`src/hdl/tac_pkg.sv`:
```
// Purpose: Constants and types for the touch converter function control.
// Assumes: 200 MHz system clock, 16-bit register words.
// Notes:   Offsets are page-1 word addresses of the control page.
package tac_pkg;

   // -------------------------------------------------------------------
   // Register map
   // -------------------------------------------------------------------
   localparam logic [4:0]  TAC_ADDR_ADC_CTRL = 5'h00;
   localparam logic [4:0]  TAC_ADDR_DAC_PWR  = 5'h02;
   localparam logic [15:0] TAC_ADC_CTRL_RST  = 16'h4000;
   localparam logic [15:0] TAC_DAC_PWR_RST   = 16'h0000;
   localparam logic [15:0] TAC_RD_UNMAPPED   = 16'hFFFF;

   // -------------------------------------------------------------------
   // Field positions
   // -------------------------------------------------------------------
   localparam int TAC_PEN_BIT  = 15;
   localparam int TAC_STS_BIT  = 14;
   localparam int TAC_FN_LSB   = 10;
   localparam int TAC_RES_LSB  = 8;
   localparam int TAC_AVG_LSB  = 6;
   localparam int TAC_CLK_LSB  = 4;
   localparam int TAC_PV_LSB   = 1;
   localparam int TAC_DPD_BIT  = 15;

   // -------------------------------------------------------------------
   // Timing
   // -------------------------------------------------------------------
   localparam int TAC_SYS_MHZ  = 200;
   localparam int TAC_CONV_BITS_EXTRA = 4;

   // Function codes.
   typedef enum logic [3:0] {
      TAC_FN_NONE  = 4'h0, TAC_FN_XY   = 4'h1, TAC_FN_XYZ  = 4'h2,
      TAC_FN_X     = 4'h3, TAC_FN_Y    = 4'h4, TAC_FN_Z    = 4'h5,
      TAC_FN_BATTERY_RESULT_ONE  = 4'h6, TAC_FN_BATTERY_RESULT_TWO = 4'h7, TAC_FN_AUXILIARY_RESULT_ONE = 4'h8,
      TAC_FN_AUXILIARY_RESULT_TWO  = 4'h9, TAC_FN_TMP1 = 4'hA, TAC_FN_PORT = 4'hB,
      TAC_FN_TMP2  = 4'hC, TAC_FN_DRX  = 4'hD, TAC_FN_DRY  = 4'hE,
      TAC_FN_DRYX  = 4'hF
   } tac_fn_t;

   // Result register slot numbers.
   typedef enum logic [3:0] {
      TAC_CH_X = 4'h0, TAC_CH_Y = 4'h1, TAC_CH_Z1 = 4'h2, TAC_CH_Z2 = 4'h3,
      TAC_CH_B1 = 4'h4, TAC_CH_B2 = 4'h5, TAC_CH_A1 = 4'h6,
      TAC_CH_A2 = 4'h7, TAC_CH_T1 = 4'h8, TAC_CH_T2 = 4'h9
   } tac_ch_t;

   // Register bus request.
   typedef struct packed {
      logic        wr;
      logic        rd;
      logic [4:0]  addr;
      logic [15:0] wdata;
   } tac_req_t;

   // Analog front-end request.
   typedef struct packed {
      logic        start;
      tac_ch_t     chan;
      logic [1:0]  res;
   } tac_conv_t;

   // Panel driver enables: x plus, x minus, y plus, y minus.
   typedef struct packed {
      logic xp;
      logic xn;
      logic yp;
      logic yn;
   } tac_drv_t;

endpackage

```
`src/hdl/tac_ctrl.sv`:
```
// Purpose: Function control of the shared touch-screen converter.
// Assumes: Register port and analog core run on clock_i.
// Notes:   Pen input is a pin and is synchronised before use.
`timescale 1ns/100ps
module tac_ctrl
   import tac_pkg::*;
#(
   parameter int SETTLE_SCALE = 1
) (
   input  wire logic             clock_i,      // System clock.
   input  wire logic             rstn_i,       // Async reset, low.
   input  wire tac_pkg::tac_req_t req_i,       // Register access.
   output logic [15:0]           rdata_o,      // Read data.
   output logic                  rvalid_o,     // Read data valid.
   input  wire logic             pen_down_i,   // Touch detect pin.
   output tac_pkg::tac_conv_t    conv_o,       // Conversion request.
   input  wire logic             conv_done_i,  // Conversion finished.
   input  wire logic [11:0]      conv_data_i,  // Conversion value.
   output logic                  conv_pwr_o,   // Converter powered.
   output logic                  conv_clk_en_o, // Conversion clock tick.
   output tac_pkg::tac_drv_t     drv_o,        // Panel drivers.
   output logic                  res_we_o,     // Result write strobe.
   output tac_pkg::tac_ch_t      res_sel_o,    // Result register.
   output logic [11:0]           res_data_o,   // Result value.
   output logic                  data_ready_n_o, // Low when data ready.
   output logic                  contrast_pd_o // Contrast DAC down.
);
   import tac_pkg::*;

   // -------------------------------------------------------------------
   // Settle and clock constants
   // -------------------------------------------------------------------
   localparam int SET_US [8] = '{0, 100, 500, 1000, 5000, 10000, 50000,
                                 100000};
   localparam int CLK_DIV [4] = '{25, 50, 100, 200};

   typedef enum logic [2:0] {
      ST_IDLE   = 3'b000,
      ST_SETTLE = 3'b001,
      ST_START  = 3'b010,
      ST_WAIT   = 3'b011,
      ST_STORE  = 3'b100
   } tac_st_t;

   function automatic tac_ch_t first_ch(input logic [3:0] fn);
      case (fn)
         TAC_FN_Y:    first_ch = TAC_CH_Y;
         TAC_FN_Z:    first_ch = TAC_CH_Z1;
         TAC_FN_BATTERY_RESULT_ONE, TAC_FN_PORT: first_ch = TAC_CH_B1;
         TAC_FN_BATTERY_RESULT_TWO: first_ch = TAC_CH_B2;
         TAC_FN_AUXILIARY_RESULT_ONE: first_ch = TAC_CH_A1;
         TAC_FN_AUXILIARY_RESULT_TWO: first_ch = TAC_CH_A2;
         TAC_FN_TMP1: first_ch = TAC_CH_T1;
         TAC_FN_TMP2: first_ch = TAC_CH_T2;
         default:     first_ch = TAC_CH_X;
      endcase
   endfunction

   // Last channel of a function; 1 marks end of sequence.
   function automatic logic last_ch(input logic [3:0] fn, input tac_ch_t c);
      case (fn)
         TAC_FN_XY:   last_ch = (c == TAC_CH_Y);
         TAC_FN_XYZ,
         TAC_FN_Z:    last_ch = (c == TAC_CH_Z2);
         TAC_FN_PORT: last_ch = (c == TAC_CH_A2);
         default:     last_ch = 1'b1;
      endcase
   endfunction

   function automatic logic [4:0] avg_cnt(input logic [1:0] a);
      case (a)
         2'h1:    avg_cnt = 5'h04;
         2'h2:    avg_cnt = 5'h08;
         2'h3:    avg_cnt = 5'h10;
         default: avg_cnt = 5'h01;
      endcase
   endfunction

   // Only codes below the driver group start a measurement sequence.
   function automatic logic is_conv(input logic [3:0] fn);
      is_conv = (fn != TAC_FN_NONE) && (fn < TAC_FN_DRX);
   endfunction

   // Settle wait in system clocks; the scale shortens it for test runs.
   function automatic logic [31:0] settle_cnt(input logic [2:0] pv);
      settle_cnt = 32'(SET_US[pv] * TAC_SYS_MHZ / SETTLE_SCALE);
   endfunction

   // -------------------------------------------------------------------
   // Registers
   // -------------------------------------------------------------------
   logic        pen_meta_r, pen_r;
   logic        host_mode_r;
   logic [3:0]  fn_r;
   logic [1:0]  res_r, avg_r, clk_r;
   logic [2:0]  pv_r;
   logic        dpd_r;
   tac_st_t     st_r;
   tac_ch_t     ch_r;
   logic [4:0]  n_r;
   logic [15:0] acc_r;
   logic [31:0] wait_r;
   logic [7:0]  div_r;
   logic        busy;
   logic        wr_adc, wr_dac, stop_wr, new_fn;
   logic [15:0] adc_rd;
   logic        pen_last_r;
   logic        rep_r;
   logic        host_go, touch_go;
   logic [3:0]  go_fn;
   logic [2:0]  go_pv;

   assign wr_adc  = req_i.wr && (req_i.addr == TAC_ADDR_ADC_CTRL);
   assign wr_dac  = req_i.wr && (req_i.addr == TAC_ADDR_DAC_PWR);
   assign stop_wr = wr_adc && req_i.wdata[TAC_STS_BIT];
   assign new_fn  = wr_adc && !req_i.wdata[TAC_STS_BIT];
   assign busy    = (st_r != ST_IDLE);
   assign host_go = new_fn && is_conv(req_i.wdata[TAC_FN_LSB +: 4]);
   // In device mode a fresh touch starts the stored panel function, so
   // the host need not poll; a host write in the same cycle wins.
   assign touch_go = host_mode_r && pen_r && !pen_last_r && !busy
                     && !wr_adc && fn_r >= TAC_FN_XY
                     && fn_r <= TAC_FN_Z;
   assign go_fn   = host_go ? req_i.wdata[TAC_FN_LSB +: 4] : fn_r;
   assign go_pv   = host_go ? req_i.wdata[TAC_PV_LSB +: 3] : pv_r;

   always_ff @(posedge clock_i or negedge rstn_i) begin
      if (!rstn_i) begin
         pen_meta_r <= 1'b0;
         pen_r      <= 1'b0;
         pen_last_r <= 1'b0;
      end else begin
         pen_meta_r <= pen_down_i;
         pen_r      <= pen_meta_r;
         // The pin idles low, so the zero after reset gives no false edge.
         pen_last_r <= pen_r;
      end
   end

   // Bit 0 is not stored at all, so it can only read zero.
   always_ff @(posedge clock_i or negedge rstn_i) begin
      if (!rstn_i) begin
         host_mode_r <= 1'b0;
         fn_r        <= TAC_FN_NONE;
         res_r       <= 2'h0;
         avg_r       <= 2'h0;
         clk_r       <= 2'h0;
         pv_r        <= 3'h0;
         dpd_r       <= 1'b0;
      end else begin
         if (wr_adc) begin
            host_mode_r <= req_i.wdata[TAC_PEN_BIT];
            fn_r  <= req_i.wdata[TAC_FN_LSB +: 4];
            res_r <= req_i.wdata[TAC_RES_LSB +: 2];
            avg_r <= req_i.wdata[TAC_AVG_LSB +: 2];
            clk_r <= req_i.wdata[TAC_CLK_LSB +: 2];
            pv_r  <= req_i.wdata[TAC_PV_LSB +: 3];
         end
         if (wr_dac) begin
            dpd_r <= req_i.wdata[TAC_DPD_BIT];
         end
      end
   end

   // -------------------------------------------------------------------
   // Conversion clock divider
   // -------------------------------------------------------------------
   // The host must pair 8 MHz with 8-bit and 4 MHz with 10-bit; the
   // divider does not police that pairing.
   always_ff @(posedge clock_i or negedge rstn_i) begin
      if (!rstn_i) begin
         div_r         <= 8'h00;
         conv_clk_en_o <= 1'b0;
      end else if (div_r == 8'(CLK_DIV[clk_r] - 1)) begin
         div_r         <= 8'h00;
         conv_clk_en_o <= 1'b1;
      end else begin
         div_r         <= div_r + 8'h01;
         conv_clk_en_o <= 1'b0;
      end
   end

   // -------------------------------------------------------------------
   // Sequencer
   // -------------------------------------------------------------------
   // Settling applies to panel channels only; other inputs start at once.
   always_ff @(posedge clock_i or negedge rstn_i) begin
      if (!rstn_i) begin
         st_r   <= ST_IDLE;
         ch_r   <= TAC_CH_X;
         n_r    <= 5'h00;
         acc_r  <= 16'h0000;
         wait_r <= 32'h0;
         rep_r  <= 1'b0;
      end else if (stop_wr) begin
         st_r <= ST_IDLE;
      end else begin
         unique case (st_r)
            ST_IDLE: begin
               rep_r <= 1'b0;
               if (host_go || touch_go) begin
                  ch_r   <= first_ch(go_fn);
                  n_r    <= 5'h00;
                  acc_r  <= 16'h0000;
                  wait_r <= settle_cnt(go_pv);
                  st_r   <= ST_SETTLE;
               end
            end
            ST_SETTLE: begin
               // A lift between repeated scans ends the scan instead of
               // leaving the converter powered while it waits for a touch.
               if (ch_r <= TAC_CH_Z2 && !pen_r && rep_r) begin
                  st_r <= ST_IDLE;
               end else if (ch_r <= TAC_CH_Z2 && !pen_r) begin
                  wait_r <= wait_r;
               end else if (wait_r == 32'h0 || ch_r > TAC_CH_Z2) begin
                  st_r <= ST_START;
               end else begin
                  wait_r <= wait_r - 32'h1;
               end
            end
            ST_START: begin
               st_r <= ST_WAIT;
            end
            ST_WAIT: begin
               if (conv_done_i) begin
                  acc_r <= acc_r + {4'h0, conv_data_i};
                  n_r   <= n_r + 5'h01;
                  st_r  <= (n_r + 5'h01 == avg_cnt(avg_r)) ? ST_STORE
                                                           : ST_START;
               end
            end
            ST_STORE: begin
               n_r   <= 5'h00;
               acc_r <= 16'h0000;
               if (!last_ch(fn_r, ch_r)) begin
                  ch_r <= tac_ch_t'(ch_r + 4'h1);
                  st_r <= ST_START;
               end else if ((fn_r == TAC_FN_XY || fn_r == TAC_FN_XYZ)
                            && pen_r) begin
                  ch_r <= TAC_CH_X;
                  st_r <= ST_SETTLE;
                  rep_r  <= 1'b1;
                  wait_r <= settle_cnt(pv_r);
               end else begin
                  st_r <= ST_IDLE;
               end
            end
            default: st_r <= ST_IDLE;
         endcase
      end
   end

   // -------------------------------------------------------------------
   // Outputs
   // -------------------------------------------------------------------
   always_ff @(posedge clock_i or negedge rstn_i) begin
      if (!rstn_i) begin
         res_we_o   <= 1'b0;
         res_sel_o  <= TAC_CH_X;
         res_data_o <= 12'h000;
      end else begin
         // Only the averaged total is published.
         res_we_o  <= (st_r == ST_STORE) && !stop_wr;
         res_sel_o <= ch_r;
         unique case (avg_r)
            2'h1:    res_data_o <= acc_r[13:2];
            2'h2:    res_data_o <= acc_r[14:3];
            2'h3:    res_data_o <= acc_r[15:4];
            default: res_data_o <= acc_r[11:0];
         endcase
      end
   end

   always_ff @(posedge clock_i or negedge rstn_i) begin
      if (!rstn_i) begin
         conv_o         <= '0;
         conv_pwr_o     <= 1'b0;
         drv_o          <= '0;
         data_ready_n_o <= 1'b0;
         contrast_pd_o  <= 1'b0;
      end else begin
         conv_o.start   <= (st_r == ST_START) && !stop_wr;
         conv_o.chan    <= ch_r;
         conv_o.res     <= res_r;
         conv_pwr_o     <= busy && !stop_wr;
         data_ready_n_o <= busy && !stop_wr;
         contrast_pd_o  <= dpd_r;
         unique case (fn_r)
            TAC_FN_DRX:  drv_o <= 4'b1100;
            TAC_FN_DRY:  drv_o <= 4'b0011;
            TAC_FN_DRYX: drv_o <= 4'b0110;
            default:     drv_o <= (busy && ch_r == TAC_CH_X) ? 4'b1100 :
                                  (busy && ch_r == TAC_CH_Y) ? 4'b0011 :
                                  (busy && ch_r <= TAC_CH_Z2) ? 4'b0110 :
                                  4'b0000;
         endcase
      end
   end

   // -------------------------------------------------------------------
   // Read port
   // -------------------------------------------------------------------
   assign adc_rd = {pen_r, !busy, fn_r, res_r, avg_r, clk_r, pv_r,
                    1'b0};

   always_ff @(posedge clock_i or negedge rstn_i) begin
      if (!rstn_i) begin
         rdata_o  <= 16'h0000;
         rvalid_o <= 1'b0;
      end else begin
         rvalid_o <= req_i.rd;
         if (req_i.addr == TAC_ADDR_ADC_CTRL) begin
            rdata_o <= adc_rd;
         end else if (req_i.addr == TAC_ADDR_DAC_PWR) begin
            rdata_o <= {dpd_r, 15'h0000};
         end else begin
            rdata_o <= TAC_RD_UNMAPPED;
         end
      end
   end

endmodule

```
`config.mk`:
```
export PLATFORM = sky130hd
export DESIGN_NAME = tac_ctrl
export DESIGN_NICKNAME = d
export VERILOG_FILES = /design/src/hdl/tac_pkg.sv /design/src/hdl/tac_ctrl.sv
export SDC_FILE = /design/constraint.sdc
export NUM_CORES = 1
export LEC_CHECK = 0
export ABC_AREA = 1
export BUFFER_PORTS_ARGS = -buffer_cell sky130_fd_sc_hd__buf_2
export CORE_MARGIN = 4
export CORE_UTILIZATION = 35
export DETAILED_ROUTE_END_ITERATION = 10
export SETUP_SLACK_MARGIN = 0.02
export SLEW_MARGIN = 10
export SYNTH_ARGS = -nofsm -noshare
export SYNTH_HDL_FRONTEND = slang
export SYNTH_SLANG_ARGS = --single-unit
```
`constraint.sdc`:
```
create_clock -name clock_i -period 7.1 [get_ports clock_i]
set_clock_uncertainty 0.15 [all_clocks]
set_input_delay 0.71 -clock clock_i [delete_from_list [all_inputs] [get_ports clock_i]]
set_output_delay 0.71 -clock clock_i [all_outputs]
set_load 0.03 [all_outputs]
```
======== Word level (Yosys, flattened, before mapping) ========
Memories as Yosys holds them, arrays and structs flattened.
Index checks and enable logic that the tools add are counted.
word-level totals
  register bits after elaboration ......... 131
  memory bits (read-only) ................. 576
  bits of input ports ..................... 39
  output and inout bits ................... 49
  word-level logic and storage cells ...... 186
  memories kept ........................... 3
memories
  memory            words  width  read ports  clocked after memory_dff  wr ports  RTL line        source
  (name not given)  8      32     1           0                         0         tac_ctrl.sv:86  settle_cnt = 32'(SET_US[pv] * TAC_SYS_MHZ / SETTLE_SCALE);
  (name not given)  8      32     1           0                         0         tac_ctrl.sv:86
  (name not given)  16     4      1           0                         0         tac_ctrl.sv:46  case (fn)
cells by class
  $add $sub $neg .......................... 6
  multiply operators ...................... 2
  order comparisons ....................... 8
  equality and inequality tests ........... 32
  mux-type cells .......................... 55
  bitwise gates (word level) .............. 4
  reductions and logical operators ........ 45
operators with widths
  operator                                                              count
  32-bit 2-to-1 mux                                                     10
  32-bit one-hot mux with 3 select lines                                1
  32-bit binary-select mux with 2-bit select                            1
  32-bit by 6-bit multiplier with 29-bit output, second input constant  2
  16-bit 2-to-1 mux                                                     4
  16-bit one-hot mux with 3 select lines                                1
  12-bit one-hot mux with 3 select lines                                1
  32-bit zero test                                                      1
  32-bit by 1-bit subtractor with 32-bit output, second input constant  1
  3-bit 2-to-1 mux                                                      10
  5-bit one-hot mux with 3 select lines                                 2
  5-bit 2-to-1 mux                                                      5
  8-bit 2-to-1 mux                                                      3
  1-bit logical AND                                                     21
  4-bit 2-to-1 mux                                                      5
  16-bit by 12-bit adder with 16-bit output                             1
  4-bit equality test, second input constant                            4
  4-bit AND reduction                                                   4
  3-bit one-hot mux with 5 select lines                                 1
  2-bit inequality test, second input constant                          7
  4-bit one-hot mux with 3 select lines                                 1
  3-bit inequality test, second input constant                          3
  3-bit nonzero test                                                    3
  8-bit by 1-bit adder with 8-bit output, second input constant         1
  other kinds (39)                                                      59

======== Logic depth before layout (Yosys ltp) ========
Gate-level depths: netlist of the first run.
  word-level depth ........................ 12
  mapped depth ............................ 32
  mapped depth without buffers ............ 32

======== Worst setup path before layout of the first run ========
OpenSTA, ideal clock, no wires.
  path type ............................... input -> register
  from .................................... input port req_i[18] (netlist bit)
  to ...................................... register wait_r[21]
  library setup time ...................... 0.073 ns
  data arrival time ....................... 4.451 ns
  data required time ...................... 6.877 ns
  path slack .............................. 2.426 ns
  stages on the path ...................... 28
  path buffers ............................ 0
  path through ............................ nor2_2 -> nand2_2 -> nor2_8 -> nand3_4 -> nand2_1 -> nand2_2 -> inv_1 -> ha_1 -> inv_1 -> o21ai_0 -> ha_1 -> inv_1 -> fa_1 -> inv_1 -> ha_1 -> ha_1 -> nand2_1 -> o21ai_0 -> nand2_1 -> nand2_1 -> nand3_2 -> nand2_2 -> nand2_2 -> nand2_2 -> nand2_1 -> nand3_1 -> nand3_1 -> a21oi_2
on the way
  cells in the longest elaborated chain, start to end .. 12
  elaborated cells on any way between the ends .. 21
  classes of those cells .................. mul (1); eq/ne (1); mux (5); bitwise (2); reduce/logical (11); memory (1)
RTL lines
  item                                                   RTL line         source
  from (decl)                                            tac_ctrl.sv:12   input wire tac_pkg::tac_req_t req_i,
  5-bit zero test *                                      tac_ctrl.sv:113  assign wr_adc = req_i.wr && (req_i.addr == TAC_ADDR_ADC_CTRL);
  1-bit logical AND *                                    tac_ctrl.sv:113
  1-bit logical AND                                      tac_ctrl.sv:116  assign new_fn = wr_adc && !req_i.wdata[TAC_STS_BIT];
  1-bit logical AND                                      tac_ctrl.sv:118  assign host_go = new_fn && is_conv(req_i.wdata[TAC_FN_LSB +: 4]);
  3-bit 2-to-1 mux                                       tac_ctrl.sv:125  assign go_pv = host_go ? req_i.wdata[TAC_PV_LSB +: 3] : pv_r;
  3-bit NOT with 4-bit output (implied by the code)      tac_ctrl.sv:86
  memory 8 x 32 bit                                      --
  32-bit 2-to-1 mux (implied by the code) (2 in series)  tac_ctrl.sv:86
  32-bit by 6-bit multiplier with 29-bit output          tac_ctrl.sv:86
  32-bit 2-to-1 mux                                      tac_ctrl.sv:201  if (host_go || touch_go) begin
  32-bit one-hot mux with 3 select lines                 tac_ctrl.sv:198  unique case (st_r)
  to (signal assigned)                                   tac_ctrl.sv:205  wait_r <= settle_cnt(go_pv);
  to (signal assigned)                                   tac_ctrl.sv:215  wait_r <= wait_r;
  to (signal assigned)                                   tac_ctrl.sv:219  wait_r <= wait_r - 32'h1;
  to (decl)                                              tac_ctrl.sv:102  logic [31:0] wait_r;
Every way passes the cells marked *; elsewhere a longest branch is shown, timed or not. The select of a mux whose other input is x is not followed.
A chain may end at the register's enable or synchronous reset.

======== Final worst setup path of the first run ========
  from .................................... input port req_i[17] (netlist bit)
  to ...................................... register wait_r[24]
The elaborated chain is that of the path after synthesis.

==> impl_metrics.csv, run 1 <==
group,metric,value,unit
grt,grt_max_degree,76,
timing,max_freq,0.185,GHz
job,cap_violations,0,
cells_and_area,final_core_util,0.404,
clocking,worstSkewPairLatency,0.42,ns
detailed_routing,firstDrtPassIters,6,
grt,grtUsageMet3,0.0219,
detailed_routing,routedWlPerCell,14.1,um
synth,synthCells,1395,
synth,yosysSeqAreaShare,0.308,
synth,synth_flop_cell,"dfrtp_1",
pwr,leakagePower,6.19,nW
clocking,htreeDepth,4,
clocking,cts_resized,0,
grt,top_usage_layer,"met2",
clocking,cts_made_buffers,17,
timing,rsz0062_at_grt,"no",
clocking,clk_pin_slew,0.06,ns
synth,avgSynthCellArea,7.63,um2
setup_path,crit_fanout,18,
die,fp-row-count,63,
timing,setup_viol_count_final,0,
grt,grtUsageMet1,0.217,
detailed_routing,drc_errors,0,
placed_design,place_congestion,0.875,
synth,yosys_warnings,0,
die,dieArea,33300,um2
setup_path,required,7.25,ns
pwr,powerDensity,397,nW/um2
die,coreArea,29800,um2
clocking,post_cts_buffers,0,
clocking,holdBufCountCts,0,
timing,tns,0,ns
setup_path,crit_arrival,5.56,ns
timing,fin_crit_sh,0.762,
grt,grt_pass1_vias,9412,
die,ios,88,
setup_path,cp_slowest_cell,"o21ai_0",
synth,synth-edff-count,0,
detailed_routing,final_antenna_net_count,0,
cells_and_area,antennaDiodeCount,0,
setup_path,path_common_cell,"ha_1",
cells_and_area,fin_nets,1659,
detailed_routing,drtIter0Drc,692,
timing,slew_headroom,0.403,
pwr,peakVddDrop,0.000155,V
setup_path,cp-end-kind,"flop",
grt,grt_pass1_wl,45500,um
timing,hold_violations,0,
clocking,cts_buffer_depth,2,
synth,synth_seq_cells,131,
grt,grt_usage,0.164,
setup_path,critical_path_class,"input port to flop",
grt,met2_usage,0.284,
synth,synthTopCellsByCount,"nand2_1 (274), inv_1 (203), dfrtp_1 (131), nor2_1 (131), ha_1 (130)",
run_status,status,"finished, final reports clean",
die,die_h,182,um
synth,synthDistinctLibCells,61,
synth,synth_area_leaders,"dfrtp_1 (31%), ha_1 (15%), nand2_1 (9.7%), inv_1 (7.2%), o21ai_0 (5.3%)",
clocking,root_buffer,"clkbuf_16",
setup_path,crit_buf_inv,5,
clocking,cts_tree,"yes",
grt,globalRouteOverflowTotal,0,
cells_and_area,area_growth,13.2,%
die,start_util,0.357,
die,dieWidth,182,um
synth,syn-num-nets,1576,
timing,min_period,5.41,ns
setup_path,crit_family,"compound AO/OA/AOI/OAI gates",
clocking,clkSinkCount,131,
placed_design,port_buffers,86,
grt,grt_antenna_before_repair,0,
synth,post-synth-top-area-cell,"dfrtp_1",
synth,synthMostInstantiatedCell,"nand2_1",
synth,synth.top_cell.area_share,0.308,
timing,drv_slew,0,
setup_path,slowest_delay,0.48,ns
setup_path,start_kind,"input port",
synth,async_flop_share,1.00,
setup_path,ff2ff_setup_slack,2.33,ns
synth,syn_area,10600,um2
timing,worstMarginPinSlew,0.892,ns
detailed_routing,vias_per_cell,5.02,
worst_hold_path,hp-class,"input port to async pin",
cells_and_area,drive_gt1_frac,0.134,
placed_design,hpwlAfterDp,20700,um
detailed_routing,wl,26500,um
detailed_routing,vias,9443,
==> final timing paths <==
check	endpoint	from	cells after the start
max	wait_r[24]	req_i[17]	25
min	div_r[2]	rstn_i	1
max reg2reg	wait_r[24]	pv_r[0]	21
min reg2reg	pen_r	pen_meta_r	0
max in group asynchronous	wait_r[28]	rstn_i	2
min in group clock_i	pen_r	pen_meta_r	0
==> cells in the final DEF, fill, tap and decap left out, drive strengths merged, types with 2 or more instances in the layout <==
cell	count
nand2	287
a221oi	5
nor4	6
fa	12
bufinv	3
xnor2	11
o2111ai	6
clkinv	8
nor3	19
a21oi	81
nor2	146
inv	216
o211ai	10
o21ai	135
o32ai	4
or2	5
o31ai	13
clkbuf	17
o21bai	6
a31oi	5
nand4	13
xor2	23
nand3b	4
a21o	5
o22ai	10
buf	90
nand3	75
dfrtp	131
and2	2
ha	130
nor3b	2
clkinvlp	2
==> cells by family after synthesis <==
family,after synthesis,share of synthesized area
and+or+nand+nor,561,0.235
xor gates and xnor gates,34,0.0280
AOI/OAI and AO/OA,286,0.163
DFF,131,0.308
adders and majority gates,142,0.175
buffers and inverters,241,0.0905
==> through the flow <==
step	hold slack, ns	cell area [um2]	power (W)	setup WS, ns	instances
finish	0.151	12000	0.00478	1.69	1880
detailed placement	0.191	11400	0.00387	1.37	1849
floorplan	0.181	10600	0.00324	2.43	1395
global route	0.209	12000	0.00525	1.35	1880
global placement	0.187	11400	0.00382	1.42	1849
CTS	0.185	12000	0.00481	1.80	1880
==> area by class of cell <==
class | count | area [um2]
inverter | 215 | 811
multi-input combinational | 1023 | 6400
clock inverter | 14 | 179
sequential | 131 | 3280
tap | 390 | 488
timing repair buffer | 90 | 467
clock buffer | 17 | 425
fill | 3077 | 17700
==> sequential cells by signal (all words and copies together) (netlist names), 2 cells and up <==
| name | cells |
|---|---|
| conv_o | 7 |
| acc_r | 16 |
| fn_r | 4 |
| div_r | 8 |
| pv_r | 3 |
| drv_o | 4 |
| res_r | 2 |
| n_r | 5 |
| avg_r | 2 |
| st_r | 3 |
| res_data_o | 12 |
| ch_r | 4 |
| rdata_o | 16 |
| wait_r | 32 |
| clk_r | 2 |
==> where the power goes <==
group | internal [W] | switching (W) | total [W]
clock | 0.000556 | 0.000364 | 0.000920
sequential | 0.000955 | 0.000189 | 0.00114
combinational | 0.000923 | 0.00179 | 0.00272
==> layer usage <==
metal | wire length (um) | vias to the layer above
met5 | 0 | -
met4 | 342 | 0
met3 | 1020 | 26
met2 | 12700 | 185
met1 | 12400 | 4456
li1 | - | 4776
No activity file was read; power rests on OpenSTA's default activity.
==> run 2, diff against run 1 <==
==> constraint.sdc (replaced) <==
create_clock -name clock_i -period 5.3 [get_ports clock_i]
set_clock_uncertainty 0.15 [all_clocks]
set_input_delay 0.53 -clock clock_i [delete_from_list [all_inputs] [get_ports clock_i]]
set_output_delay 0.53 -clock clock_i [all_outputs]
set_load 0.03 [all_outputs]
==> run 2 against run 1 <==
  * Sequential power rose by 33%
  * Total power is 32% higher
  * Register-to-register slack got worse by 1.6 ns
  * Die area stayed put
  * Flip-flop and latch count did not move
  * Sequential share of layout area decreased by 0.093 points
  * Count of clock-buffer cells in the layout did not move
  * Clock power is 22% higher
  * Utilization increased by 0.14 points
  * First-iteration DRC count shrank 28%
  * Critical endpoint is now wait_r[25]
  * Largest cell class unchanged
  * Largest power group unchanged
==> impl_metrics.csv, run 2 (same netlist as run 1, synthesis figures left out) <==
group,metric,value,unit
clocking,post_cts_buffers,0,
timing,max_freq,0.213,GHz
pwr,leakagePower,6.22,nW
timing,setup_viol_count_final,0,
clocking,cts_tree,"yes",
clocking,htreeDepth,4,
pwr,power_frac_seq,0.241,
placed_design,place_congestion,0.892,
pwr,pwr-share-clk,0.178,
clocking,root_buffer,"clkbuf_16",
grt,grt_antenna_before_repair,0,
cells_and_area,final_cell_mix,"nand2_1 (274), inv_1 (203), nor2_1 (131), dfrtp_1 (131), ha_1 (130)",
clocking,cts_buffer_depth,2,
grt,grt_max_degree,86,
timing,worstMarginPinSlew,0.884,ns
cells_and_area,largestRegisters,"wait_r: 32 flops, acc_r: 16 flops, rdata_o: 16 flops",
worst_hold_path,hp-class,"input port to async pin",
detailed_routing,vias,9443,
detailed_routing,drc_errors,0,
grt,globalRouteOverflowTotal,0,
grt,grt_pass1_vias,9188,
grt,grt_usage,0.161,
die,die_h,182,um
die,coreArea,29800,um2
clocking,worstSkewPairLatency,0.43,ns
timing,slew_headroom,0.408,
cells_and_area,largest-register,"wait_r",
job,cap_violations,0,
pwr,p_switching,0.00317,W
cells_and_area,area_growth,13.6,%
clocking,clkSinkCount,131,
pwr,switching_share,0.502,
setup_path,crit_arrival,4.92,ns
cells_and_area,layout_commonest_cell,"nand2_1",
die,dieArea,33300,um2
setup_path,slowest_delay,0.50,ns
placed_design,port_buffers,86,
setup_path,cp-end-kind,"flop",
timing,tns,0,ns
pwr,intPower,0.00315,W
die,dieWidth,182,um
cells_and_area,largest_reg_flops,32,
setup_path,reg2reg_from,"pv_r[0]",
timing,fin_crit_sh,0.888,
pwr,peakVddDrop,0.000330,V
setup_path,critical_path_class,"input port to flop",
grt,grt_pass1_wl,44600,um
setup_path,start_kind,"input port",
setup_path,crit_fanout,6,
clocking,holdBufCountCts,0,
timing,drv_slew,0,
detailed_routing,wl,26500,um
cells_and_area,stdcell_count,1892,
detailed_routing,routedWlPerCell,14.0,um
die,ios,88,
setup_path,reg2regPathDepth,27,
detailed_routing,vias_per_cell,4.99,
detailed_routing,firstDrtPassIters,5,
run_status,status,"finished, final reports clean",
setup_path,required,5.51,ns
detailed_routing,drtIter0Drc,500,
timing,rsz0062_at_grt,"no",
clocking,cts_made_buffers,17,
clocking,cts_resized,0,
die,start_util,0.357,
pwr,powerDensity,523,nW/um2
setup_path,path_common_cell,"nand2_1",
cells_and_area,drive_gt1_frac,0.141,
cells_and_area,fin_nets,1670,
setup_path,ff2ff_setup_slack,0.71,ns
die,fp-row-count,63,
placed_design,hpwlAfterDp,21000,um
clocking,clk_pin_slew,0.07,ns
timing,min_period,4.71,ns
cells_and_area,antennaDiodeCount,0,
setup_path,rr_endpoint,"wait_r[25]",
placed_design,placedCellCount,1860,
detailed_routing,final_antenna_net_count,0,
pwr,combPwrFrac,0.582,
setup_path,cp_slowest_cell,"fa_1",
timing,hold_violations,0,
==> run 2: cell count changes in the layout (fill, tap and decap cells not counted), sizes merged <==
cell    previous run  this run
buf               90       101
inv              216       220
bufinv             3         0
==> run 2: per-layer routing <==
metal / track usage / part of all wire / up-vias
li1: - / - / 4802
met2: 0.280 / 0.48 / 187
met3: 0.0233 / 0.045 / 29
met1: 0.211 / 0.46 / 4425
met5: 0 / 0 / -
met4: 0.0411 / 0.013 / 0
==> run 2: worst max path at each step <==
stage | start | end | slack, ns
2_1_floorplan | req_i[18] | wait_r[21] | 0.81
3_3_place_gp | req_i[10] | wait_r[25] | 0.33
3_5_place_dp | req_i[10] | wait_r[25] | 0.21
4_1_cts | req_i[10] | wait_r[25] | 0.63
5_1_grt | req_i[17] | wait_r[24] | 0.17
6_report | req_i[10] | wait_r[25] | 0.59
==> run 2: worst max-delay path, delay by kind of cell <==
kind	cells	cell delay, ns
buf+inv	3	0.21
simple gates	20	1.83
compound gates	2	0.51
fa+ha+maj	5	1.83
==> run 2: metrics by stage <==
| stage | util | hold slack [ns] | area [um2] | setup slack, ns | total power, W |
|---|---|---|---|---|---|
| 2_1_floorplan | - | 0.0844 | 10600 | 0.806 | 0.00433 |
| 3_3_place_gp | 0.387 | 0.195 | 11500 | 0.330 | 0.00516 |
| 3_5_place_dp | 0.387 | 0.194 | 11500 | 0.208 | 0.00521 |
| 4_1_cts | 0.406 | 0.0254 | 12100 | 0.630 | 0.00638 |
| 5_1_grt | 0.406 | 0.0480 | 12100 | 0.166 | 0.00697 |
| 6_report | 0.406 | 0.000202 | 12100 | 0.595 | 0.00633 |
==> run 2: final cells by class <==
type,count,area (um2)
Sequential cell,131,3280
Multi-Input combinational cell,1023,6400
Fill cell,3080,17700
Clock inverter,15,138
Tap cell,390,488
Inverter,215,811
Clock buffer,17,425
Timing Repair Buffer,101,549
==> run 2: power groups by stage <==
stage / registers [W] / clock network, W / logic [W]
4_1_cts: 0.00152 / 0.00115 / 0.00370
3_3_place_gp: 0.00153 / 0 / 0.00362
5_1_grt: 0.00156 / 0.00120 / 0.00422
2_1_floorplan: 0.00163 / 0 / 0.00270
6_report: 0.00152 / 0.00112 / 0.00368
3_5_place_dp: 0.00154 / 0 / 0.00367
==> run 3, diff against run 2 <==
--- a/config.mk
+++ b/config.mk
@@ -5,11 +5,13 @@
 export SDC_FILE = /design/constraint.sdc
 export NUM_CORES = 1
 export LEC_CHECK = 0
-export ABC_AREA = 1
 export BUFFER_PORTS_ARGS = -buffer_cell sky130_fd_sc_hd__buf_2
+export CELL_PAD_IN_SITES_DETAIL_PLACEMENT = 1
+export CELL_PAD_IN_SITES_GLOBAL_PLACEMENT = 1
 export CORE_MARGIN = 4
 export CORE_UTILIZATION = 35
 export DETAILED_ROUTE_END_ITERATION = 10
+export PLACE_DENSITY_LB_ADDON = 0.1
 export SETUP_SLACK_MARGIN = 0.02
 export SLEW_MARGIN = 10
 export SYNTH_ARGS = -nofsm -noshare
==> run 3 against run 2 <==
  * Global-route usage increased by 2.6 points
  * Combinational power increased by 27%
  * Count of clock-buffer cells in the layout rose by 2
  * Via count fell by 8.6%
  * Sequential power grew 5%
  * Cell count is 13% lower
  * Die area decreased by 4.3%
  * Critical path type unchanged
  * Critical path depth decreased by 7
  * Largest power group unchanged
  * Clock power up 9%
  * Area after synthesis decreased by 4.5%
==> impl_metrics.csv, run 3 <==
group,metric,value,unit
run_status,status,"finished, final reports clean",
setup_path,reg2reg_from,"pv_r[2]",
setup_path,slowest_delay,0.55,ns
placed_design,port_buffers,86,
timing,drv_slew,0,
pwr,p_switching,0.00345,W
cells_and_area,area_growth,21.0,%
die,dieWidth,178,um
pwr,power.total,0.00751,W
die,ios,88,
timing,worstMarginPinSlew,1.25,ns
setup_path,cp_slowest_cell,"or4_4",
grt,grt_max_degree,105,
synth,synthCells,1106,
clocking,cts_tree,"yes",
synth,synthTopCellsByCount,"dfrtp_1 (131), ha_1 (130), o21ai_0 (97)",
synth,syn_area,10200,um2
job,cap_violations,0,
worst_hold_path,worstHoldStart,"req_i[21]",
clocking,holdBufCountCts,0,
timing,fin_crit_sh,0.949,
detailed_routing,final_antenna_net_count,0,
cells_and_area,largestRegisters,"wait_r: 32 flops, acc_r: 16 flops, rdata_o: 16 flops",
timing,slew_headroom,0.167,
timing,max_freq,0.199,GHz
die,dieArea,31800,um2
pwr,intPower,0.00406,W
cells_and_area,largest-register,"wait_r",
synth,synth_area_leaders,"dfrtp_1 (32%), ha_1 (16%), o21ai_0 (4.8%), nand2_1 (3.2%), inv_1 (3.0%)",
synth,avgSynthCellArea,9.19,um2
detailed_routing,vias_per_cell,5.23,
setup_path,cp-end-kind,"flop",
timing,tns,0,ns
synth,async_flop_share,1.00,
timing,rsz0062_at_grt,"yes",
detailed_routing,wl,29100,um
detailed_routing,drc_errors,0,
cells_and_area,fillCellCount,3364,
synth,synth_flop_cell,"dfrtp_1",
synth,synthMostInstantiatedCell,"dfrtp_1",
detailed_routing,drtIter0Drc,333,
cells_and_area,final_cell_mix,"dfrtp_1 (131), ha_1 (127), o21ai_0 (93)",
grt,grt_usage,0.187,
setup_path,startpoint,"req_i[13]",
clocking,cts_made_buffers,17,
grt,grt_antenna_before_repair,0,
setup_path,start_kind,"input port",
timing,min_period,5.03,ns
setup_path,rr_endpoint,"wait_r[23]",
placed_design,place_congestion,0.798,
synth,yosys_warnings,0,
cells_and_area,final_core_util,0.429,
clocking,htreeDepth,4,
setup_path,required,5.43,ns
pwr,power_frac_seq,0.212,
pwr,pwr-share-clk,0.163,
cells_and_area,drive_gt1_frac,0.215,
timing,setup_viol_count_final,0,
setup_path,reg2regPathDepth,17,
synth,synth_seq_cells,131,
pwr,powerDensity,611,nW/um2
placed_design,hpwlAfterDp,22600,um
die,start_util,0.354,
die,coreArea,28700,um2
setup_path,crit_fanout,5,
setup_path,crit_arrival,5.16,ns
synth,synth-edff-count,0,
cells_and_area,antennaDiodeCount,0,
cells_and_area,stdcell_count,1649,
clocking,clkSinkCount,131,
clocking,clk_pin_slew,0.06,ns
pwr,leakagePower,5.91,nW
synth,synthDistinctLibCells,77,
pwr,combPwrFrac,0.625,
placed_design,placedCellCount,1616,
synth,post-synth-top-area-cell,"dfrtp_1",
setup_path,ff2ff_setup_slack,0.36,ns
grt,grt_pass1_wl,47700,um
synth,synth.top_cell.area_share,0.323,
clocking,cts_buffer_depth,2,
die,die_h,178,um
setup_path,critical_path_class,"input port to flop",
worst_hold_path,hp-class,"input port to flop",
detailed_routing,firstDrtPassIters,4,
grt,globalRouteOverflowTotal,0,
pwr,peakVddDrop,0.000522,V
clocking,root_buffer,"clkbuf_16",
synth,syn-num-nets,1287,
pwr,switching_share,0.460,
setup_path,critPathCapture,"wait_r[22]",
grt,grt_pass1_vias,9083,
detailed_routing,routedWlPerCell,17.6,um
setup_path,crit_chain,"buf_2 -> or4_4 -> nand4_4 -> mux2i_4 -> inv_1 -> ha_2 -> buf_4 -> a21oi_2 -> ha_1 -> inv_1 -> fa_1 -> inv_1 -> ha_1 -> ha_1 -> nor2_1 -> nor4_1 -> mux2i_1 -> buf_4 -> a211oi_1 -> a211oi_1 -> xnor2_1 -> a221oi_2 -> o21ai_0",
clocking,worstSkewPairLatency,0.43,ns
timing,hold_violations,0,
detailed_routing,vias,8632,
synth,yosysSeqAreaShare,0.323,
cells_and_area,fin_nets,1433,
cells_and_area,largest_reg_flops,32,
cells_and_area,layout_commonest_cell,"dfrtp_1",
die,fp-row-count,62,
-- run 3: changes by cell type in the layout (fill, tap and decap cells not counted), sizes merged, moves of 11 or more --
| cell | change |
|---|---|
| nand2 | -200 |
| inv | -138 |
| buf | +74 |
| nor2 | -66 |
| nand3 | -52 |
| o21ai | -37 |
| a21oi | -29 |
| xnor2 | +22 |
| and2 | +15 |
| a211oi | +14 |
| and3 | +13 |
| mux4 | +12 |
| mux2 | +11 |
-- run 3: worst min path at each step --
stage | slack [ns] | end | cells after the start
after floorplan | 0.08 | acc_r[0] | 0
after global placement | 0.20 | pen_r | 0
after detailed placement | 0.20 | pen_r | 0
after CTS | 0.04 | rvalid_o | 1
after global routing | 0.04 | rvalid_o | 1
final | 0.06 | rvalid_o | 1
-- run 3: layout make-up --
class | instances | area [um2] | area share
multi-input combinational | 845 | 6530 | 0.531
tap | 384 | 480 | 0.0391
timing repair buffer | 175 | 1100 | 0.0898
clock inverter | 13 | 159 | 0.0129
inverter | 82 | 308 | 0.0250
clock buffer | 19 | 443 | 0.0360
sequential | 131 | 3280 | 0.266
-- run 3: what timing repair did --
item	4_1_cts	5_1_grt
endpoints found under the setup margin	0	6
buffers inserted	0	1
resized for setup	0	16
-- run 3: power by group through the flow --
stage          registers (W)  logic [W]  clock network [W]
6_report             0.00159    0.00469            0.00122
3_3_place_gp         0.00160    0.00457                  0
5_1_grt              0.00165    0.00530            0.00130
2_1_floorplan        0.00163    0.00304                  0
4_1_cts              0.00159    0.00469            0.00126
3_5_place_dp         0.00161    0.00465                  0
-- run 3: per-layer routing --
| metal | vias to the layer above | track usage | wire (um) |
|---|---|---|---|
| met5 | - | 0 | 0 |
| met4 | 0 | 0.0457 | 461 |
| met3 | 28 | 0.0250 | 703 |
| met2 | 110 | 0.331 | 14500 |
| met1 | 4240 | 0.242 | 13400 |
| li1 | 4254 | - | - |
-- run 3: worst max-delay path: cells and delay by family --
kind                     cells  cell delay (ns)
buffers and inverters        6             0.59
AO/OA/AOI/OAI                5             0.70
XOR/XNOR                     1             0.16
multiplexers                 2             0.37
adder cells (fa/ha/maj)      5             1.79
AND/OR/NAND/NOR              4             1.01
-- run 3: logic make-up after synthesis --
| family | Yosys count | share of synthesized area |
|---|---|---|
| AND/OR/NAND/NOR | 335 | 0.169 |
| AO/OA/AOI/OAI | 271 | 0.169 |
| adder cells (fa/ha/maj) | 142 | 0.184 |
| flip-flops | 131 | 0.323 |
| buffers and inverters | 130 | 0.0518 |
| XOR/XNOR | 64 | 0.0552 |
| multiplexers | 33 | 0.0486 |
-- run 3: metrics by stage --
stage	setup slack, ns	hold WS, ns	instance area, um2
detailed placement	-0.358	0.204	11600
global route	-0.0150	0.0406	12300
global placement	-0.298	0.198	11600
floorplan	0.0284	0.0844	10300
CTS	0.0782	0.0369	12200
finish	0.269	0.0598	12300
